--- src/verilog/smbc_pkg.sv ---
package smbc_pkg;
	// register map, byte addresses
	localparam logic [11:0] SMBC_MASK_OFS = 12'hac0;
	localparam logic [11:0] SMBC_STAT_OFS = 12'hac8;
	localparam logic [11:0] SMBC_CTRL_OFS = 12'hacc;
	localparam int SMBC_ADDR_W = 12;
	// status flag positions
	localparam int SMBC_NAK_BIT = 25;
	localparam int SMBC_MIS_BIT = 27;
	localparam int SMBC_ICS_BIT = 28;
	localparam int SMBC_UIA_BIT = 29;
	localparam logic [31:0] SMBC_FLAG_MASK = 32'h3a00_0000;
	// control field positions
	localparam int SMBC_PRESC_LSB = 0;
	localparam int SMBC_PRESC_MSB = 15;
	localparam int SMBC_IGN_ARB_BIT = 16;
	localparam int SMBC_IGN_CSUM_BIT = 17;
	localparam int SMBC_SGD_LSB = 18;
	localparam int SMBC_MGD_LSB = 20;
	localparam int SMBC_TOD_BIT = 22;
	localparam logic [31:0] SMBC_CTRL_WMASK = 32'h007f_ffff;
	// boot prescale values
	localparam logic [15:0] SMBC_PRESC_SLOW = 16'h0139;
	localparam logic [15:0] SMBC_PRESC_FAST = 16'h0053;
	// timing
	localparam int SMBC_CLK_NS = 10;
	localparam int SMBC_TICK_NS = 32;
	localparam int SMBC_GL_LONG_NS = 1000;
	localparam int SMBC_GL_SHORT_NS = 100;
	localparam int SMBC_GL_LONG_CYC = (SMBC_GL_LONG_NS + SMBC_CLK_NS - 1) / SMBC_CLK_NS;
	localparam int SMBC_GL_SHORT_CYC = (SMBC_GL_SHORT_NS + SMBC_CLK_NS - 1) / SMBC_CLK_NS;
	localparam int SMBC_TIMEOUT_MS = 25;
	localparam int SMBC_TIMEOUT_CYC = SMBC_TIMEOUT_MS * 1000000 / SMBC_CLK_NS;
	localparam int SMBC_BOOT_WAIT = 3;

	typedef enum logic [1:0] {
		SMBC_GD_NORMAL = 2'b00,
		SMBC_GD_FAST   = 2'b01,
		SMBC_GD_OFF    = 2'b10,
		SMBC_GD_RSVD   = 2'b11
	} smbc_gd_t;

	typedef enum logic [1:0] {
		SMBC_CG_IDLE = 2'b00,
		SMBC_CG_LOW  = 2'b01,
		SMBC_CG_HIGH = 2'b10
	} smbc_cg_t;

	// glitch delay select to stable-cycle count, reserved acts as normal
	function automatic logic [6:0] smbc_glitch_cyc(input logic [1:0] sel);
		case (sel)
			SMBC_GD_FAST: smbc_glitch_cyc = 7'(SMBC_GL_SHORT_CYC);
			SMBC_GD_OFF:  smbc_glitch_cyc = 7'h00;
			default:      smbc_glitch_cyc = 7'(SMBC_GL_LONG_CYC);
		endcase
	endfunction
endpackage

--- src/verilog/smbc_glitch.sv ---
`timescale 1ns/1ns
`default_nettype none
module smbc_glitch
	import smbc_pkg::*;
(
	// clock and reset
	input  wire logic       clk,
	input  wire logic       rst_n,
	// raw line and delay select
	input  wire logic       pin_i,
	input  wire logic [1:0] sel,
	// filtered level
	output logic            lvl
);
	logic       s1_q;
	logic       s2_q;
	logic [6:0] cnt_q;
	logic [6:0] lim;

	assign lim = smbc_glitch_cyc(sel);

	always_ff @(posedge clk) begin
		if (!rst_n) begin
			s1_q <= 1'b1;
			s2_q <= 1'b1;
		end else begin
			s1_q <= pin_i;
			s2_q <= s1_q;
		end
	end

	// [RULE10] stable-time filter
	always_ff @(posedge clk) begin
		if (!rst_n) begin
			cnt_q <= 7'h00;
			lvl <= 1'b1;
		end else if (s2_q == lvl) begin
			cnt_q <= 7'h00;
		end else if (cnt_q + 7'h01 >= lim) begin
			cnt_q <= 7'h00;
			lvl <= s2_q;
		end else begin
			cnt_q <= cnt_q + 7'h01;
		end
	end
endmodule
`default_nettype wire

--- src/verilog/smbc_clkgen.sv ---
`timescale 1ns/1ns
`default_nettype none
module smbc_clkgen
	import smbc_pkg::*;
(
	// clock and reset
	input  wire logic        clk,
	input  wire logic        rst_n,
	// control
	input  wire logic        run,
	input  wire logic [15:0] presc,
	input  wire logic        line_i,
	// drive request
	output logic             drive_low
);
	smbc_cg_t    st_q;
	logic [5:0]  acc_q;
	logic        tick;
	logic [15:0] cnt_q;
	logic [15:0] low_len;
	logic [15:0] high_len;
	logic        stopped;
	logic        phase_end;

	// [RULE7] low takes the larger half
	assign high_len = presc >> 1;
	assign low_len = presc - high_len;
	// [RULE5] prescale zero or one stops clock
	assign stopped = (presc <= 16'h0001) || !run;
	assign tick = (acc_q + 6'(SMBC_CLK_NS)) >= 6'(SMBC_TICK_NS);
	// [RULE7] each phase restarts the tick, no early first tick
	assign phase_end = tick && ((st_q == SMBC_CG_LOW && cnt_q + 16'h0001 >= low_len)
		|| (st_q == SMBC_CG_HIGH && line_i && cnt_q + 16'h0001 >= high_len));

	// [RULE4] fractional 32 ns base tick
	always_ff @(posedge clk) begin
		if (!rst_n) begin
			acc_q <= 6'h00;
		end else if (st_q == SMBC_CG_IDLE || phase_end) begin
			acc_q <= 6'h00;
		end else if (tick) begin
			acc_q <= acc_q + 6'(SMBC_CLK_NS) - 6'(SMBC_TICK_NS);
		end else begin
			acc_q <= acc_q + 6'(SMBC_CLK_NS);
		end
	end

	// [RULE4] period of presc ticks
	always_ff @(posedge clk) begin
		if (!rst_n) begin
			st_q <= SMBC_CG_IDLE;
			cnt_q <= 16'h0000;
		end else if (stopped) begin
			st_q <= SMBC_CG_IDLE;
			cnt_q <= 16'h0000;
		end else begin
			case (st_q)
				SMBC_CG_IDLE: begin
					st_q <= SMBC_CG_LOW;
					cnt_q <= 16'h0000;
				end
				SMBC_CG_LOW: begin
					if (tick && cnt_q + 16'h0001 >= low_len) begin
						st_q <= SMBC_CG_HIGH;
						cnt_q <= 16'h0000;
					end else if (tick) begin
						cnt_q <= cnt_q + 16'h0001;
					end
				end
				SMBC_CG_HIGH: begin
					if (tick && line_i && cnt_q + 16'h0001 >= high_len) begin
						st_q <= SMBC_CG_LOW;
						cnt_q <= 16'h0000;
					end else if (tick && line_i) begin
						cnt_q <= cnt_q + 16'h0001;
					end
				end
				default: begin
					st_q <= SMBC_CG_IDLE;
					cnt_q <= 16'h0000;
				end
			endcase
		end
	end

	assign drive_low = (st_q == SMBC_CG_LOW);
endmodule
`default_nettype wire

--- src/verilog/smbc_top.sv ---
// Functional notes
// [RULE1] A start or stop seen by the master interface at an unexpected point sets status bit 27, write one clears.
// [RULE2] A bad init checksum or a missing configuration-done command sets status bit 28, write one clears.
// [RULE3] An init load to a register that does not exist sets status bit 29, write one clears.
// [RULE4] The master clock prescaler period is 32 ns times the prescale field in control bits 15:0.
// [RULE5] A prescale of zero or one stops the master clock.
// [RULE6] Boot loads prescale 0x0139 for slow mode and 0x0053 for fast mode.
// [RULE7] The master clock stays low for at least half the prescaler period.
// [RULE8] With control bit 16 set the master carries on whether arbitration is won or lost.
// [RULE9] With control bit 17 set init checksums always pass and raise no error.
// [RULE10] Both interfaces filter clock and data through glitch counters, 1 us by default.
// [RULE11] Slave glitch select bits 19:18: 0 is 1 us, 1 is 100 ns, 2 is no delay, 3 reserved.
// [RULE12] Master glitch select bits 21:20 use the same encoding on the master lines.
// [RULE13] Control bit 22 suppresses timeout detection on master and slave.
// [RULE14] An unexpected nack in a master transaction sets status bit 25, write one clears.
// [RULE15] With timeouts enabled a clock held low past the bus timeout aborts the transaction.
//
// Added by the designer: the AHB-Lite interface to the registers.
`timescale 1ns/1ns
`default_nettype none
module smbc_top
	import smbc_pkg::*;
#(
	parameter int TIMEOUT_CYC = SMBC_TIMEOUT_CYC
) (
	// clock and reset
	input  wire logic        MCLK,
	input  wire logic        RSTN,
	input  wire logic        SW_RST,
	// ahb-lite slave
	input  wire logic        HSEL,
	input  wire logic [31:0] HADDR,
	input  wire logic [1:0]  HTRANS,
	input  wire logic        HWRITE,
	input  wire logic [2:0]  HSIZE,
	input  wire logic [31:0] HWDATA,
	input  wire logic        HREADY,
	output logic      [31:0] HRDATA,
	output logic             HREADYOUT,
	output logic             HRESP,
	output logic             IRQ,
	// boot strap
	input  wire logic        BOOT_FAST_MODE,
	// master sequencer side
	input  wire logic        MST_CLK_RUN,
	input  wire logic        MST_SDA_LOW,
	input  wire logic        MST_BIT_PHASE,
	input  wire logic        MST_ACK_SLOT,
	output logic             MST_ARB_LOST,
	output logic             MST_TIMEOUT,
	output logic             MST_SCL_LVL,
	output logic             MST_SDA_LVL,
	// slave engine side
	input  wire logic        SLV_SDA_LOW,
	input  wire logic        SLV_SCL_LOW,
	output logic             SLV_TIMEOUT,
	output logic             SLV_SCL_LVL,
	output logic             SLV_SDA_LVL,
	// eeprom init events
	input  wire logic        INIT_CSUM_BAD,
	input  wire logic        INIT_NO_DONE,
	input  wire logic        INIT_UNMAPPED,
	// open-drain pins
	input  wire logic        MASTER_BUS_CLOCK_PIN_I,
	output logic             MASTER_BUS_CLOCK_PIN_O,
	output logic             MASTER_BUS_CLOCK_PIN_OE_N,
	input  wire logic        MASTER_BUS_DATA_PIN_I,
	output logic             MASTER_BUS_DATA_PIN_O,
	output logic             MASTER_BUS_DATA_PIN_OE_N,
	input  wire logic        SLAVE_BUS_CLOCK_PIN_I,
	output logic             SLAVE_BUS_CLOCK_PIN_O,
	output logic             SLAVE_BUS_CLOCK_PIN_OE_N,
	input  wire logic        SLAVE_BUS_DATA_PIN_I,
	output logic             SLAVE_BUS_DATA_PIN_O,
	output logic             SLAVE_BUS_DATA_PIN_OE_N
);
	logic [31:0] ctrl_q;
	logic [31:0] stat_q;
	logic [31:0] mask_q;
	logic [31:0] stat_set;
	logic [31:0] stat_clr;
	logic [31:0] rd_d;
	logic        ph_wr_q;
	logic [11:0] ph_addr_q;
	logic        acc_en;
	logic        wr_ctrl;
	logic        wr_stat;
	logic        wr_mask;
	logic        strap1_q;
	logic        strap2_q;
	logic [1:0]  boot_cnt_q;
	logic        booted_q;
	logic        m_scl;
	logic        m_sda;
	logic        s_scl;
	logic        s_sda;
	logic        m_scl_p_q;
	logic        m_sda_p_q;
	logic        m_cg_low;
	logic        cond_start;
	logic        cond_stop;
	logic        scl_rise;
	logic        misplaced;
	logic        nack;
	logic        lost;
	logic        lost_q;
	logic [31:0] m_to_q;
	logic [31:0] s_to_q;
	logic        tod;

	// ahb address phase
	assign acc_en = HSEL && HTRANS[1] && HREADY;
	assign HREADYOUT = 1'b1;
	assign HRESP = 1'b0;
	assign wr_ctrl = ph_wr_q && ph_addr_q == SMBC_CTRL_OFS;
	assign wr_stat = ph_wr_q && ph_addr_q == SMBC_STAT_OFS;
	assign wr_mask = ph_wr_q && ph_addr_q == SMBC_MASK_OFS;
	assign tod = ctrl_q[SMBC_TOD_BIT];

	always_ff @(posedge MCLK) begin
		if (!RSTN) begin
			ph_wr_q <= 1'b0;
			ph_addr_q <= 12'h000;
		end else begin
			ph_wr_q <= acc_en && HWRITE;
			ph_addr_q <= HADDR[SMBC_ADDR_W-1:0];
		end
	end

	// read data latched for the data phase, unmapped reads zero
	always_comb begin
		rd_d = 32'h0000_0000;
		if (HADDR[31:SMBC_ADDR_W] == 20'h00000) begin
			case (HADDR[SMBC_ADDR_W-1:0])
				SMBC_CTRL_OFS: rd_d = ctrl_q & SMBC_CTRL_WMASK;
				SMBC_STAT_OFS: rd_d = stat_q;
				SMBC_MASK_OFS: rd_d = mask_q;
				default:       rd_d = 32'h0000_0000;
			endcase
		end
	end

	always_ff @(posedge MCLK) begin
		if (!RSTN) begin
			HRDATA <= 32'h0000_0000;
		end else if (acc_en && !HWRITE) begin
			HRDATA <= rd_d;
		end
	end

	// boot strap sync
	always_ff @(posedge MCLK) begin
		if (!RSTN) begin
			strap1_q <= 1'b0;
			strap2_q <= 1'b0;
			boot_cnt_q <= 2'b00;
			booted_q <= 1'b0;
		end else begin
			strap1_q <= BOOT_FAST_MODE;
			strap2_q <= strap1_q;
			if (boot_cnt_q != 2'(SMBC_BOOT_WAIT)) begin
				boot_cnt_q <= boot_cnt_q + 2'b01;
			end
			booted_q <= boot_cnt_q == 2'(SMBC_BOOT_WAIT);
		end
	end

	// control register, sticky fields survive SW_RST
	always_ff @(posedge MCLK) begin
		if (!RSTN) begin
			ctrl_q <= 32'h0000_0000;
		end else if (boot_cnt_q == 2'(SMBC_BOOT_WAIT) && !booted_q) begin
			// [RULE6] boot prescale from strap
			ctrl_q[SMBC_PRESC_MSB:SMBC_PRESC_LSB] <= strap2_q ? SMBC_PRESC_FAST : SMBC_PRESC_SLOW;
		end else if (wr_ctrl) begin
			ctrl_q <= HWDATA & SMBC_CTRL_WMASK;
		end else if (SW_RST) begin
			ctrl_q[SMBC_TOD_BIT] <= 1'b0;
		end
	end

	always_ff @(posedge MCLK) begin
		if (!RSTN) begin
			mask_q <= 32'h0000_0000;
		end else if (wr_mask) begin
			mask_q <= HWDATA & SMBC_FLAG_MASK;
		end else if (SW_RST) begin
			mask_q <= 32'h0000_0000;
		end
	end

	// glitch filters
	// [RULE11] slave select
	smbc_glitch u_s_scl (.clk(MCLK), .rst_n(RSTN), .pin_i(SLAVE_BUS_CLOCK_PIN_I),
		.sel(ctrl_q[SMBC_SGD_LSB +: 2]), .lvl(s_scl));
	smbc_glitch u_s_sda (.clk(MCLK), .rst_n(RSTN), .pin_i(SLAVE_BUS_DATA_PIN_I),
		.sel(ctrl_q[SMBC_SGD_LSB +: 2]), .lvl(s_sda));
	// [RULE12] master select
	smbc_glitch u_m_scl (.clk(MCLK), .rst_n(RSTN), .pin_i(MASTER_BUS_CLOCK_PIN_I),
		.sel(ctrl_q[SMBC_MGD_LSB +: 2]), .lvl(m_scl));
	smbc_glitch u_m_sda (.clk(MCLK), .rst_n(RSTN), .pin_i(MASTER_BUS_DATA_PIN_I),
		.sel(ctrl_q[SMBC_MGD_LSB +: 2]), .lvl(m_sda));

	// master clock generator
	smbc_clkgen u_cg (.clk(MCLK), .rst_n(RSTN), .run(MST_CLK_RUN && !MST_TIMEOUT),
		.presc(ctrl_q[SMBC_PRESC_MSB:SMBC_PRESC_LSB]), .line_i(m_scl), .drive_low(m_cg_low));

	// master line events
	assign cond_start = m_scl && m_scl_p_q && m_sda_p_q && !m_sda;
	assign cond_stop = m_scl && m_scl_p_q && !m_sda_p_q && m_sda;
	assign scl_rise = m_scl && !m_scl_p_q;
	// [RULE1] condition during a bit
	assign misplaced = (cond_start || cond_stop) && MST_BIT_PHASE;
	// [RULE14] released data at ack clock
	assign nack = scl_rise && MST_ACK_SLOT && m_sda;
	// [RULE8] lost unless arbitration ignored
	assign lost = scl_rise && !MST_SDA_LOW && !MST_ACK_SLOT && MST_BIT_PHASE && !m_sda
		&& !ctrl_q[SMBC_IGN_ARB_BIT];

	always_ff @(posedge MCLK) begin
		if (!RSTN) begin
			m_scl_p_q <= 1'b1;
			m_sda_p_q <= 1'b1;
			lost_q <= 1'b0;
		end else begin
			m_scl_p_q <= m_scl;
			m_sda_p_q <= m_sda;
			if (lost) begin
				lost_q <= 1'b1;
			end else if (!MST_CLK_RUN) begin
				lost_q <= 1'b0;
			end
		end
	end

	// pin drivers, low only
	always_ff @(posedge MCLK) begin
		if (!RSTN) begin
			MASTER_BUS_CLOCK_PIN_OE_N <= 1'b1;
			MASTER_BUS_DATA_PIN_OE_N <= 1'b1;
			SLAVE_BUS_CLOCK_PIN_OE_N <= 1'b1;
			SLAVE_BUS_DATA_PIN_OE_N <= 1'b1;
			MST_ARB_LOST <= 1'b0;
		end else begin
			MASTER_BUS_CLOCK_PIN_OE_N <= !m_cg_low;
			MASTER_BUS_DATA_PIN_OE_N <= !(MST_SDA_LOW && !lost_q && !lost);
			SLAVE_BUS_CLOCK_PIN_OE_N <= !SLV_SCL_LOW;
			SLAVE_BUS_DATA_PIN_OE_N <= !SLV_SDA_LOW;
			MST_ARB_LOST <= lost;
		end
	end

	assign MASTER_BUS_CLOCK_PIN_O = 1'b0;
	assign MASTER_BUS_DATA_PIN_O = 1'b0;
	assign SLAVE_BUS_CLOCK_PIN_O = 1'b0;
	assign SLAVE_BUS_DATA_PIN_O = 1'b0;
	assign MST_SCL_LVL = m_scl;
	assign MST_SDA_LVL = m_sda;
	assign SLV_SCL_LVL = s_scl;
	assign SLV_SDA_LVL = s_sda;

	// [RULE15] clock-low timeout counters
	always_ff @(posedge MCLK) begin
		if (!RSTN) begin
			m_to_q <= 32'h0000_0000;
			s_to_q <= 32'h0000_0000;
			MST_TIMEOUT <= 1'b0;
			SLV_TIMEOUT <= 1'b0;
		end else begin
			// [RULE13] disable clears and blocks
			m_to_q <= (m_scl || tod) ? 32'h0000_0000 : m_to_q + 32'h0000_0001;
			s_to_q <= (s_scl || tod) ? 32'h0000_0000 : s_to_q + 32'h0000_0001;
			MST_TIMEOUT <= !tod && !m_scl && m_to_q == 32'(TIMEOUT_CYC - 1);
			SLV_TIMEOUT <= !tod && !s_scl && s_to_q == 32'(TIMEOUT_CYC - 1);
		end
	end

	// status flags, set beats clear
	always_comb begin
		stat_set = 32'h0000_0000;
		// [RULE14] nack flag
		stat_set[SMBC_NAK_BIT] = nack;
		// [RULE1] misplaced condition flag
		stat_set[SMBC_MIS_BIT] = misplaced;
		// [RULE2] [RULE9] checksum flag
		stat_set[SMBC_ICS_BIT] = (INIT_CSUM_BAD && !ctrl_q[SMBC_IGN_CSUM_BIT]) || INIT_NO_DONE;
		// [RULE3] unmapped init flag
		stat_set[SMBC_UIA_BIT] = INIT_UNMAPPED;
	end

	assign stat_clr = wr_stat ? (HWDATA & SMBC_FLAG_MASK) : (SW_RST ? SMBC_FLAG_MASK : 32'h0000_0000);

	always_ff @(posedge MCLK) begin
		if (!RSTN) begin
			stat_q <= 32'h0000_0000;
		end else begin
			stat_q <= (stat_q & ~stat_clr) | stat_set;
		end
	end

	always_ff @(posedge MCLK) begin
		if (!RSTN) begin
			IRQ <= 1'b0;
		end else begin
			IRQ <= |(((stat_q & ~stat_clr) | stat_set) & mask_q);
		end
	end
endmodule
`default_nettype wire

--- config.mk ---
export PLATFORM = sky130hd
export DESIGN_NAME = smbc_top
export DESIGN_NICKNAME = d
export VERILOG_FILES = /design/src/verilog/smbc_pkg.sv /design/src/verilog/smbc_glitch.sv /design/src/verilog/smbc_clkgen.sv /design/src/verilog/smbc_top.sv
export SDC_FILE = /design/constraint.sdc
export NUM_CORES = 1
export LEC_CHECK = 0
export BUFFER_PORTS_ARGS = -buffer_cell sky130_fd_sc_hd__buf_4
export CAP_MARGIN = 10
export CORE_AREA = 2 2 141 143
export DETAILED_ROUTE_END_ITERATION = 12
export DIE_AREA = 0 0 143 145
export PLACE_DENSITY_LB_ADDON = 0.12
export SYNTH_ARGS = -nofsm -noshare
export SYNTH_HDL_FRONTEND = slang
export SYNTH_HIERARCHICAL = 1
export SYNTH_SLANG_ARGS = --single-unit
--- constraint.sdc ---
create_clock -name MCLK -period 5.08 [get_ports MCLK]
set_input_delay 0.508 -clock MCLK [delete_from_list [all_inputs] [get_ports MCLK]]
set_output_delay 0.508 -clock MCLK [all_outputs]
set_load 0.01 [all_outputs]
==> summary.md <==
| Metric | Value |
|---|---|
| Gpl congestion | 0.871 |
| Detail-routed via count per cell | 5.50 |
| Combinational share of power | 13.5% |
| Die Wd | 143 um |
| Rows | 51 |
| Die Ht | 145 um |
| Clock skew | 0.00603 ns |
| Cell Pwr Density | 310 nW/um^2 |
| Fill count | 1616 |
| Multi-input gate area | 6470 um^2 |
| Final setup fails | 0 |
| Layout cells sized above 1 | 15.2% |
| Maximum vdd drop | 0.000224 V |
| Average size of a mapped cell | 8.86 um^2 |
| Drt first pass iters | 4 |
| Top_reg_cell synth | dfxtp_1 |
| Final period util | 86.2% |
| Crit. End Element | flip-flop |
| RSZ-0062 raised after global routing | no |
| Die area | 20700 um^2 |
| Placed cell areas | 12300 um^2 |
| Synth async-reset ratio | 0% |
| Top cells by area, synth | dfxtp_1, ha_1, nand2_1 |
| Met3 Track Usage GR | 4.59% |
| I/O Pins | 139 |
| Final #Nets | 1560 |
| CP Data Arrival Time | 4.82 ns |
| Most frequent cells in the layout | dfxtp_1, nand2_1, buf_4, nor2_1, ha_1 |
| Finished Cell Area | 13100 um^2 |
| Mapped Cells | 1264 |
| WS Path Type | reg2reg |
| Global-route wire length before repair | 41.7 mm |
| Final hold vios | 0 |
| Max Root-Sink Buffers | 3 |
| Slew Limit Fails | 0 |
| Most common cell after layout, fill and taps aside | dfxtp_1 |
| Flop pwr share | 42.4% |
| Syn-to-layout area delta | 16.7% |
| Cell Area, Synth | 11200 um^2 |
| Most used cell, CP | o21ai_0 |
| CTS Buf Count | 23 |
| Antenna Cells | 0 |
| Routed WL per cell | 15.2 um |
| Initial antenna violation count | 0 |
| FF/Latch Area | 4260 um^2 |
| DRC | 0 |
| Register area share after synthesis | 38.1% |
| Internal Power | 0.00306 W |
| CP max-delay cell | dfxtp_1 |
| Pleak | 5.15 nW |
| Data required, critical path | 5.52 ns |
| Buffers on Ports | 118 |
| Gr busiest metal | met2 |
| Sink Count | 213 |
| Largest area contributor in the netlist | dfxtp_1 |
| GR Layer Usage met2 | 41.1% |
| Drt total wl | 25.2 mm |
| Max Cap Violations | 0 |
| H-tree depth | 1 |
| Root buffer cell | clkbuf_16 |
| Crit Path Max Fanout | 16 |
| Net Sw Frac | 24.4% |
| Outcome | completed |
| Worst-Skew Late Latency | 0.52 ns |
| Syn. warnings | 6 |
| First-iteration detailed-routing DRC count | 417 |
| Max Fclk | 228 MHz |
| Hold WC Path Type | in2reg |
| Net switching power | 0.000989 W |
| Slew margin rel. | 16.9% |
| Synth Register Bits | 213 |
| # resized after CTS | 0 |
| Tot GR Track Use | 24.2% |
| Met1 usage | 31.3% |
| DRT antenna net count | 0 |
| Critical Path Max Stage Delay | 0.49 ns |
| Number of synthesized flops with an enable pin | 0 |
| Tmin final | 4.38 ns |
| Critical path, cell by cell | ha_1, inv_1, fa_1, nand2b_1, a211oi_1, o21ai_0, o21ai_0, a21o_1, a21oi_1, xnor2_1, ha_1, o21ai_0, nor2_1, a2111oi_0, o21ai_1, nor2_1, buf_4, o21ai_0, a21oi_1 |
| Clock power share | 44.0% |
| Vias after detailed routing | 9098 |
| Worst Max-Slew Pin Slew | 1.25 ns |
| Critical path startpoint category | flip-flop |
| Initial core utilization | 58.3% |
| Unique cell type count in the Yosys netlist | 73 |
| Hpwl dp | 18.3 mm |
| Hold Slack | 0.149 ns |
| CTS tree | built |
| Grt ovf | 0 |
| Clock transition at path regs | 0.06 ns |
| Hold-fix buffers, CTS | 0 |
| Largest net degree at the start of global routing | 57 |
| Vias in the first global route | 8923 |
| Core area | 19200 um^2 |
| Yosys top cell area share | 38.1% |
| Setup_tns | 0 ns |
| Postcts setup bufs | 0 |
==> worst paths after layout <==
check          startpoint  cells after the start  slack, ns                        to
max             ctrl_q[1]                     19       0.70             u_cg/cnt_q[5]
min           SLV_SCL_LOW                      2       0.15  SLAVE_BUS_CLOCK_PIN_OE_N
max reg2reg     ctrl_q[1]                     19       0.70             u_cg/cnt_q[5]
min reg2reg  u_m_sda/s1_q                      1       0.41              u_m_sda/s2_q
==> worst max-delay path, delay by kind of cell (launching register included) <==
family | cells | cell delay (ns)
AOI/OAI and AO/OA | 10 | 2.23
adders and majority gates | 3 | 0.88
buffers and inverters | 2 | 0.25
and+or+nand+nor | 3 | 0.30
xor gates and xnor gates | 1 | 0.14
DFF | 1 | 0.49
==> logic make-up (layout without fill, tap and decap cells) <==
| logic type | Yosys count | count (layout) | share of synthesized area (%) |
|---|---|---|---|
| flops | 213 | 213 | 38.1 |
| buf+inv | 113 | 229 | 4.48 |
| mux | 10 | 10 | 0.905 |
| other cells | 2 | 11 | 0.0670 |
| fa+ha+maj | 95 | 95 | 10.7 |
| simple gates | 516 | 516 | 24.7 |
| compound gates | 211 | 211 | 13.0 |
| xor+xnor | 104 | 104 | 8.13 |
==> synth_stat cells, drive strengths merged, types with 8 or more instances <==
cell	number
nand2	130
a21oi	63
xnor2	51
and4b	8
nor3	22
a31oi	13
o21ai	49
nand4	27
nor4	26
dfxtp	213
xor2	53
a22o	27
nor2	123
or3	12
nor2b	14
inv	63
and4	11
and3	10
a211oi	11
clkbuf	29
and2	24
buf	21
ha	94
nor4b	8
nand2b	17
nand3	59
mux2i	9
==> flip-flops by register name (all words and copies together), names as in the netlist, 2 cells and up <==
name / flops
m_to_q: 32
s_to_q: 32
HRDATA: 27
ctrl_q: 23
u_cg/cnt_q: 16
ph_addr_q: 12
u_m_scl/cnt_q: 7
u_m_sda/cnt_q: 7
u_s_scl/cnt_q: 7
u_s_sda/cnt_q: 7
mask_q: 4
stat_q: 4
u_cg/acc_q: 4
boot_cnt_q: 2
u_cg/st_q: 2
==> final cells by class <==
| type | count | share of cell area [%] |
|---|---|---|
| clock buffers | 29 | 4.81 |
| clock inverters | 9 | 1.33 |
| inverters | 63 | 1.81 |
| multi-input cells | 947 | 49.5 |
| flip-flops and latches | 213 | 32.6 |
| well taps | 265 | 2.54 |
| repair buffers | 128 | 7.35 |
==> power by group through the flow <==
stage / combinational [W] / sequential [W] / clock, W
finish: 0.000548 / 0.00172 / 0.00178
global route: 0.000615 / 0.00172 / 0.00188
CTS: 0.000547 / 0.00172 / 0.00181
detailed placement: 0.000542 / 0.00176 / 0
global placement: 0.000530 / 0.00175 / 0
floorplan: 0.000387 / 0.00175 / 0
==> stage by stage <==
stage	setup WS, ns	total power [W]	cells	util, %
2_1_floorplan	1.11	0.00214	1273	-
3_3_place_gp	0.905	0.00228	1616	63.9
3_5_place_dp	0.782	0.00230	1616	63.9
4_1_cts	0.759	0.00408	1654	68.0
5_1_grt	0.293	0.00422	1654	68.0
6_report	0.702	0.00405	1654	68.0
==> routing by layer <==
metal | part of all wire, % | vias to the layer above | wire, um
met1 | 45 | 4241 | 11400
met2 | 47 | 188 | 12000
met5 | 0 | - | 0
met4 | 2.1 | 0 | 524
li1 | - | 4631 | -
met3 | 5.3 | 38 | 1320
No activity file was read; power rests on OpenSTA's default activity.
